===== src/inc/standby_map.vh =====
// Purpose: register offsets, field positions, reset values and counts of the standby block
// Assumes: word addressed register port, 16-bit registers
// Notes: included by the standby controller only
`ifndef STANDBY_MAP_VH
`define STANDBY_MAP_VH

// ==========================================
// register offsets
`define BLK_CTRL_ADDR 4'h0
`define STBY_CTRL_ADDR 4'h1
`define STBY_STAT_ADDR 4'h2

// ==========================================
// block control fields
`define BLK_SA_ADC_BIT 0
`define BLK_RC_ADC_BIT 1
`define BLK_VLS_BIT 9
`define BLK_LLD_BIT 10
`define BLK_CTRL_MASK 16'h0603
`define BLK_CTRL_RESET 16'h0400

// ==========================================
// standby control fields
`define STBY_HALT_BIT 0
`define STBY_DEEP_BIT 1
`define STBY_HALTH_BIT 2

// ==========================================
// restart counts
`define LS_START_COUNT 29
`define HS_RC_COUNT 512
`define HS_XTAL_COUNT 4096
`define HS_EXT_COUNT 128

// ==========================================
// high-speed clock modes
`define HS_MODE_RC 2'h0
`define HS_MODE_XTAL 2'h1
`define HS_MODE_EXT 2'h2

`endif


===== src/core/standby_ctrl.v =====
// Purpose: block disable bits and HALT / DEEP-HALT / HALT-H standby sequencer
// Assumes: one clock, synchronous reset, event pulses from clock generator one cycle long
// Notes: the falling-edge release is modelled as the next enabled system clock cycle
//
// The address-and-strobe port and the address map were decided locally.
`timescale 1ns/10ps
`include "standby_map.vh"

module standby_ctrl #(
	parameter XTAL_COUNT = `HS_XTAL_COUNT
) (
	// clock and reset
	input wire clk_i,
	input wire rst_i,
	input wire ce_i,
	// register port
	input wire [3:0] addr_i,
	input wire [15:0] wdata_i,
	input wire wr_i,
	input wire rd_i,
	output reg [15:0] rdata_o,
	// block write strobes from the peripheral bus
	input wire sa_adc_wr_i,
	input wire rc_adc_wr_i,
	input wire vls_wr_i,
	input wire lld_wr_i,
	// block controls
	output wire sa_adc_rst_o,
	output wire rc_adc_rst_o,
	output wire vls_rst_o,
	output wire lld_rst_o,
	output wire sa_adc_clk_en_o,
	output wire rc_adc_clk_en_o,
	output wire vls_clk_en_o,
	output wire lld_clk_en_o,
	output wire sa_adc_wr_o,
	output wire rc_adc_wr_o,
	output wire vls_wr_o,
	output wire lld_wr_o,
	// interrupt side
	input wire wdt_irq_i,
	input wire [6:0] irq_pend_i,
	input wire [6:0] irq_en_i,
	input wire master_int_enable_i,
	output wire int_accept_o,
	// clock generator side
	input wire hs_select_i,
	input wire [1:0] hs_mode_i,
	input wire ls_tick_i,
	input wire hs_src_tick_i,
	input wire hs_osc_start_time_i,
	output wire cpu_run_o,
	output wire periph_run_o,
	output wire ls_only_run_o,
	output wire sys_on_hs_o,
	output wire hs_rc_on_o,
	output wire hs_src_on_o,
	output wire hs_clk_valid_o,
	output wire hs_on_ext_src_o
);

// ==========================================
// states
localparam ST_RUN = 7'h01;
localparam ST_HALT = 7'h02;
localparam ST_DEEP = 7'h04;
localparam ST_HALTH = 7'h08;
localparam ST_LSWAIT = 7'h10;
localparam ST_RCWAIT = 7'h20;
localparam ST_SRCWAIT = 7'h40;

reg [15:0] blk_r;
reg [2:0] req_r;
reg [6:0] state_r;
reg [6:0] state_nxt;
reg [12:0] cnt_r;
reg [12:0] cnt_nxt;
reg hs_saved_r;
reg ext_src_r;
reg src_wait_r;
reg xtal_started_r;
reg [12:0] src_cnt_r;

// wake sources: watchdog always, others only when their enable is set
wire wake = wdt_irq_i | (|(irq_pend_i & irq_en_i));
wire wr_stby = wr_i && addr_i == `STBY_CTRL_ADDR;

// the parameter is 32 bits wide; only the low bits reach the counter
wire [31:0] xtal_full = XTAL_COUNT - 1;
wire [12:0] xtal_last = xtal_full[12:0];

// ==========================================
// block control register
always @(posedge clk_i) begin
	if (rst_i) begin
		blk_r <= `BLK_CTRL_RESET;
	end else if (ce_i && wr_i && addr_i == `BLK_CTRL_ADDR) begin
		blk_r <= wdata_i & `BLK_CTRL_MASK;
	end
end

// held in reset, clock off, writes blocked while disabled
assign sa_adc_rst_o = blk_r[`BLK_SA_ADC_BIT];
assign rc_adc_rst_o = blk_r[`BLK_RC_ADC_BIT];
assign vls_rst_o = blk_r[`BLK_VLS_BIT];
assign lld_rst_o = blk_r[`BLK_LLD_BIT];
assign sa_adc_clk_en_o = ~blk_r[`BLK_SA_ADC_BIT];
assign rc_adc_clk_en_o = ~blk_r[`BLK_RC_ADC_BIT];
assign vls_clk_en_o = ~blk_r[`BLK_VLS_BIT];
assign lld_clk_en_o = ~blk_r[`BLK_LLD_BIT];
assign sa_adc_wr_o = sa_adc_wr_i & ~blk_r[`BLK_SA_ADC_BIT];
assign rc_adc_wr_o = rc_adc_wr_i & ~blk_r[`BLK_RC_ADC_BIT];
assign vls_wr_o = vls_wr_i & ~blk_r[`BLK_VLS_BIT];
assign lld_wr_o = lld_wr_i & ~blk_r[`BLK_LLD_BIT];

// ==========================================
// standby sequencer
// one-hot codes keep every state decode to a single compare.
// the counter is shared by the low-speed and RC waits,
// which never overlap, so one 13-bit register covers both.
// limitation: the low-speed count is fixed; only the crystal
// count is a parameter, so benches may shorten that wait alone.
// a wake event seen while entering a stop mode is not lost:
// it is a level and is acted on in the first stop cycle.

always @* begin
	state_nxt = state_r;
	cnt_nxt = cnt_r;
	case (state_r)
		ST_RUN: begin
			cnt_nxt = 13'h0000;
			// lowest bit wins if software sets several at once
			if (wr_stby && wdata_i[`STBY_HALT_BIT]) begin
				state_nxt = ST_HALT;
			end else if (wr_stby && wdata_i[`STBY_DEEP_BIT]) begin
				state_nxt = ST_DEEP;
			end else if (wr_stby && wdata_i[`STBY_HALTH_BIT]) begin
				state_nxt = ST_HALTH;
			end
		end
		ST_HALT: begin
			if (wake) begin
				state_nxt = ST_RUN;
			end
		end
		ST_DEEP, ST_HALTH: begin
			if (wake) begin
				// low-speed wake returns at once, high speed waits for restart
				state_nxt = hs_saved_r ? ST_LSWAIT : ST_RUN;
			end
		end
		ST_LSWAIT: begin
			if (ls_tick_i) begin
				cnt_nxt = cnt_r + 13'h0001;
				if (cnt_r == `LS_START_COUNT - 1) begin
					state_nxt = ST_RCWAIT;
					cnt_nxt = 13'h0000;
				end
			end
		end
		ST_RCWAIT: begin
			if (ls_tick_i) begin
				cnt_nxt = cnt_r + 13'h0001;
				if (cnt_r == `HS_RC_COUNT - 1) begin
					state_nxt = ST_RUN;
					cnt_nxt = 13'h0000;
				end
			end
		end
		default: begin
			state_nxt = ST_RUN;
		end
	endcase
end

always @(posedge clk_i) begin
	if (rst_i) begin
		state_r <= ST_RUN;
		cnt_r <= 13'h0000;
		req_r <= 3'h0;
		hs_saved_r <= 1'b0;
	end else if (ce_i) begin
		state_r <= state_nxt;
		cnt_r <= cnt_nxt;
		if (state_r == ST_RUN) begin
			hs_saved_r <= hs_select_i;
		end
		// request bit stands until the wake event clears it
		if (state_nxt == ST_HALT) begin
			req_r <= 3'h1;
		end else if (state_nxt == ST_DEEP) begin
			req_r <= 3'h2;
		end else if (state_nxt == ST_HALTH) begin
			req_r <= 3'h4;
		end else begin
			req_r <= 3'h0;
		end
	end
end

// ==========================================
// source switch-over after RC supply
// counting starts once the low-speed wait is over, so the
// crystal or external source never takes over before the RC
// oscillator has been supplied.

always @(posedge clk_i) begin
	if (rst_i) begin
		src_wait_r <= 1'b0;
		xtal_started_r <= 1'b0;
		ext_src_r <= 1'b0;
	end else if (ce_i) begin
		if (state_r == ST_LSWAIT) begin
			src_wait_r <= hs_mode_i != `HS_MODE_RC;
			xtal_started_r <= 1'b0;
			ext_src_r <= 1'b0;
		end else if (src_wait_r && state_r != ST_DEEP && state_r != ST_HALTH) begin
			if (hs_mode_i == `HS_MODE_XTAL && hs_osc_start_time_i) begin
				xtal_started_r <= 1'b1;
			end
			if (hs_src_tick_i && (hs_mode_i == `HS_MODE_EXT || xtal_started_r)) begin
				if ((hs_mode_i == `HS_MODE_EXT && src_cnt_r == `HS_EXT_COUNT - 1) ||
					(hs_mode_i == `HS_MODE_XTAL && src_cnt_r == xtal_last)) begin
					src_wait_r <= 1'b0;
					ext_src_r <= 1'b1;
				end
			end
		end
	end
end

// source tick counter, cleared while idle so each wake starts afresh
always @(posedge clk_i) begin
	if (rst_i) begin
		src_cnt_r <= 13'h0000;
	end else if (ce_i) begin
		if (!src_wait_r || state_r == ST_LSWAIT) begin
			src_cnt_r <= 13'h0000;
		end else if (hs_src_tick_i && (hs_mode_i == `HS_MODE_EXT || xtal_started_r)) begin
			src_cnt_r <= src_cnt_r + 13'h0001;
		end
	end
end

// ==========================================
// outputs
wire stopped = state_r != ST_RUN;
assign cpu_run_o = ~stopped;
assign periph_run_o = state_r == ST_RUN || state_r == ST_HALT;
assign ls_only_run_o = state_r == ST_HALTH;
assign sys_on_hs_o = hs_select_i && state_r == ST_RUN;
assign hs_rc_on_o = state_r == ST_RCWAIT || (hs_select_i && state_r == ST_RUN) ||
	state_r == ST_HALT;
assign hs_src_on_o = src_wait_r | ext_src_r;
assign hs_clk_valid_o = state_r == ST_RUN || state_r == ST_HALT;
assign hs_on_ext_src_o = ext_src_r;
// non-watchdog interrupts only enter with master enable; watchdog without it; neither while stopped
assign int_accept_o = ~stopped && (wdt_irq_i ||
	(master_int_enable_i && |(irq_pend_i & irq_en_i)));

// ==========================================
// read back
always @(posedge clk_i) begin
	if (rst_i) begin
		rdata_o <= 16'h0000;
	end else if (ce_i) begin
		rdata_o <= 16'h0000;
		if (rd_i) begin
			case (addr_i)
				`BLK_CTRL_ADDR: rdata_o <= blk_r;
				`STBY_CTRL_ADDR: rdata_o <= {13'h0000, req_r};
				// software polls this before a stop request
				`STBY_STAT_ADDR: rdata_o <= {7'h00, state_r, ext_src_r, src_wait_r};
				default: rdata_o <= 16'h0000;
			endcase
		end
	end
end

endmodule // standby_ctrl


===== config.mk =====
export PLATFORM = sky130hd
export DESIGN_NAME = standby_ctrl
export DESIGN_NICKNAME = d
export VERILOG_FILES = /design/src/core/standby_ctrl.v
export VERILOG_INCLUDE_DIRS = /design/src /design/src/inc
export SDC_FILE = /design/constraint.sdc
export NUM_CORES = 1
export LEC_CHECK = 0
export BUFFER_PORTS_ARGS = -buffer_cell sky130_fd_sc_hd__buf_2
export CAP_MARGIN = 0
export CORE_MARGIN = 4
export CORE_UTILIZATION = 30
export CTS_BUF_LIST = sky130_fd_sc_hd__clkbuf_16
export CTS_CLUSTER_SIZE = 25
export DETAILED_ROUTE_END_ITERATION = 10
export SLEW_MARGIN = 20
export SYNTH_ARGS = -nofsm -noshare
export SYNTH_HDL_FRONTEND = slang
export SYNTH_SLANG_ARGS = --single-unit

===== constraint.sdc =====
create_clock -name clk_i -period 3.73 [get_ports clk_i]
set_clock_uncertainty 0.2 [all_clocks]
set_input_delay 0 -clock clk_i [delete_from_list [all_inputs] [get_ports clk_i]]
set_output_delay 0 -clock clk_i [all_outputs]
set_load 0.005 [all_outputs]

==> flow_summary.json <==
{
  "gr-total-overflow": 0,
  "finalSetupTns_ps": 0,
  "gate_family_responsible_for_the_most_delay_along_the_worst_path": "simple AND/OR/NAND/NOR gates",
  "combPwrFrac_pct": 10.5,
  "timing.hold.worst_path_depth": 5,
  "cts_num_sinks": 55,
  "holdCritStartpoint": "addr_i[2]",
  "critical_path_arrival_ps": 2900,
  "post_synth_main_area_contributors": "dfxtp_1, nor2_1, a21oi_1",
  "sequential_cell_area_um2": 1100,
  "drcViolationCount": 0,
  "post_route_cells_drive_above_1_share_pct": 20.3,
  "fin_util_pct": 39.7,
  "synth.yosys.seq_area_share_pct": 37.4,
  "max_slew.worst_pin.slew_ps": 652,
  "grt_setup_unrepaired": "false",
  "syn-mean-instance-area_um2": 7.99,
  "max-clock-path-buffers": 2,
  "area.growth.synth_to_final_pct": 26.7,
  "rr_worst_depth": 6,
  "status": "finished, final reports clean",
  "ant_nets": 0,
  "finalHoldViolCount": 0,
  "first_global_vias": 2819,
  "row_count": 35,
  "synthesis.area_um2": 2950,
  "hold_path.class": "input port to flip-flop",
  "tritoncts.num_buffers": 5,
  "dieHeight_um": 107,
  "internal_power_mw": 0.898,
  "floorplan.die_area_um2": 11500,
  "critical_path.endpoint_type": "flip-flop",
  "synth.ff_latch_count": 55,
  "routed_wire_length_per_instance_um": 13.3,
  "power.share.sequential_pct": 50.0,
  "slew_viol_final": 0,
  "number_of_filler_cells_placed_in_the_layout": 962,
  "global_route.usage.total_pct": 14.0,
  "yosys_warnings": 0,
  "criticalPathCategory": "flip-flop to flip-flop",
  "vdd_drop_max_mv": 0.184,
  "clkSlewWorstSetupHoldPaths_ps": 80,
  "chipWidth_um": 107,
  "worstSetupStartpointType": "flip-flop",
  "drt_iter0_markers": 146,
  "crit_required_ps": 3750,
  "maximum_fanout_encountered_on_the_critical_timing_path": 11,
  "cts_tree": "built",
  "synthDistinctLibCells": 54,
  "powerDensity_nw_per_um2": 319,
  "min_period_ps": 2880,
  "synth.largest_area_cell": "dfxtp_1",
  "post-route-period-util_pct": 77.3,
  "total_switching_power_mw": 0.294,
  "initial_antenna_violation_count": 0,
  "synthesis.instances": 369,
  "placedInstanceArea_um2": 3390,
  "core_region_area_um2": 9420,
  "avgViaCountPerCell": 5.01,
  "pin_count": 88,
  "final_common_cell": "buf_2",
  "worst_path_largest_cell_delay_ps": 570,
  "power.switching_fraction_pct": 24.7,
  "start_util_pct": 31.3,
  "detailedRoute.firstPassIterationCount": 4,
  "insertion_delay_ps": 290,
  "gp_congestion": 0.860,
  "reg_to_reg_critical_path_startpoint": "state_r[1]$_SDFFE_PP0P_",
  "slew_hr_pct": 56.2,
  "synthDominantCellAreaShare_pct": 37.4,
  "route.final.wire_length_mm": 7.77,
  "post-route-cell-area_um2": 3740,
  "layout.cells.most_common_list": "buf_2, dfxtp_1, nor2_1",
  "yosys_most_used_dff": "dfxtp_1",
  "crit_buf_inv": 0,
  "finalSetupViolCount": 0,
  "h-tree-depth": 2,
  "grt_pass1_wl_mm": 13.3,
  "worst_hold_path.endpoint": "blk_r[9]$_SDFFE_PP0P_",
  "number_of_enable_type_register_cells_in_the_synthesized_netlist": 0,
  "place.detailed.hpwl_mm": 5.88,
  "ys_async_sr_fraction_pct": 0,
  "total_leakage_power_nw": 1.47,
  "total_area_of_multi_input_combinational_cells_um2": 1720,
  "power_frac_clock_pct": 39.5,
  "buffer_cell_driving_the_clock_tree_root": "clkbuf_16",
  "grt_max_degree": 34,
  "reg2reg_to": "cnt_r[9]$_SDFFE_PP0P_",
  "max_freq_mhz": 347,
  "nNetsFinal": 506,
  "antenna_diode_count": 0,
  "io_buffer_count": 71,
  "total_via_count_in_the_routed_design": 2917,
  "timing.max_cap.violations": 0,
  "list_of_cells_traversed_by_the_critical_path": "or4_4 > or4b_4 > a2111oi_4 > nand3_1 > or4_1 > o21ai_0",
  "cpMaxStageDelayCell": "or4_4",
  "rrSetupSlack_ps": 850
}
==> layer usage <==
layer / routed length, µm / vias up / part of all wire [%] / GRT usage (%)
met4: 132 / 0 / 1.7 / 5.39
met2: 3530 / 87 / 45 / 22.6
li1: - / 1493 / - / -
met1: 3670 / 1322 / 47 / 18.4
met5: 0 / - / 0 / 0
met3: 434 / 15 / 5.6 / 2.53
==> Yosys cell counts (4+ instances only) <==
cell type / instances
a21oi_1: 22
o21ai_0: 10
or3_1: 4
xnor2_1: 8
o21a_1: 7
mux2i_1: 4
a21o_1: 5
nand2_1: 26
nor4_1: 4
nand3_1: 20
nor3_1: 14
nand4_1: 8
xor2_1: 11
and3_1: 11
nor2_1: 54
a31oi_1: 5
clkbuf_1: 13
dfxtp_1: 55
a22oi_1: 13
inv_1: 10
buf_4: 6
nor2b_1: 10
==> power groups by stage <==
stage	Combinational [mW]	Sequential, mW	Clock [mW]
after global placement	0.112	0.610	0
final	0.125	0.597	0.471
after global routing	0.140	0.597	0.511
after detailed placement	0.113	0.610	0
after floorplan	0.0716	0.607	0
after CTS	0.125	0.596	0.486
==> tightest hold or removal path, delay by kind of cell <==
family                 cells  cell delay, ps
buffers and inverters      1             100
muxes                      1              90
and+or+nand+nor            3             270
==> kinds of logic after synthesis <==
kind of cell,share of synthesized area [%]
buf+inv,5.14
fa+ha+maj,1.27
flops,37.4
other cells,0.127
xor+xnor,5.65
compound gates,18.7
simple gates,30.1
mux,1.74
==> how the worst max path moves through the flow <==
stage / start / slack (ps) / to / cells after the start
global route: ce_i / 690 / blk_r[10]$_SDFFE_PP1P_ / 8
CTS: ce_i / 630 / blk_r[10]$_SDFFE_PP1P_ / 8
floorplan: state_r[0]$_SDFFE_PP1P_ / 1010 / cnt_r[9]$_SDFFE_PP0P_ / 7
detailed placement: state_r[1]$_SDFFE_PP0P_ / 870 / cnt_r[9]$_SDFFE_PP0P_ / 6
global placement: state_r[1]$_SDFFE_PP0P_ / 890 / cnt_r[9]$_SDFFE_PP0P_ / 6
finish: state_r[1]$_SDFFE_PP0P_ / 850 / cnt_r[9]$_SDFFE_PP0P_ / 6
==> state kept, by name (all words and copies together), names as in the netlist <==
name,flops
blk_r,4
state_r,7
src_wait_r,1
cnt_r,13
src_cnt_r,13
req_r,3
rdata_o,11
xtal_started_r,1
hs_on_ext_src_o,1
hs_saved_r,1
==> per-stage QoR <==
| step | total power [mW] | std cells | hold WS, ps | setup WS [ps] |
|---|---|---|---|---|
| finish | 1.19 | 582 | 8.90 | 845 |
| global route | 1.25 | 582 | 47.2 | 689 |
| CTS | 1.21 | 582 | 12.5 | 630 |
| detailed placement | 0.724 | 555 | 39.9 | 866 |
| global placement | 0.722 | 555 | 40.9 | 888 |
| floorplan | 0.679 | 373 | -83.1 | 1010 |
==> layout make-up <==
class / instances / area share, %
multi-input cells: 286 / 45.9
flip-flops and latches: 55 / 29.5
repair buffers: 93 / 15.2
well taps: 129 / 4.32
clock buffers: 5 / 3.35
inverters: 11 / 1.11
clock inverters: 3 / 0.603
==> timing repair <==
action | CTS | global route
resized for setup | 0 | 0
buffers inserted | 0 | 0
hold buffers | 19 | 0
hold endpoints to repair | 19 | 0
Note: power is estimated with default switching activity, not from simulation.
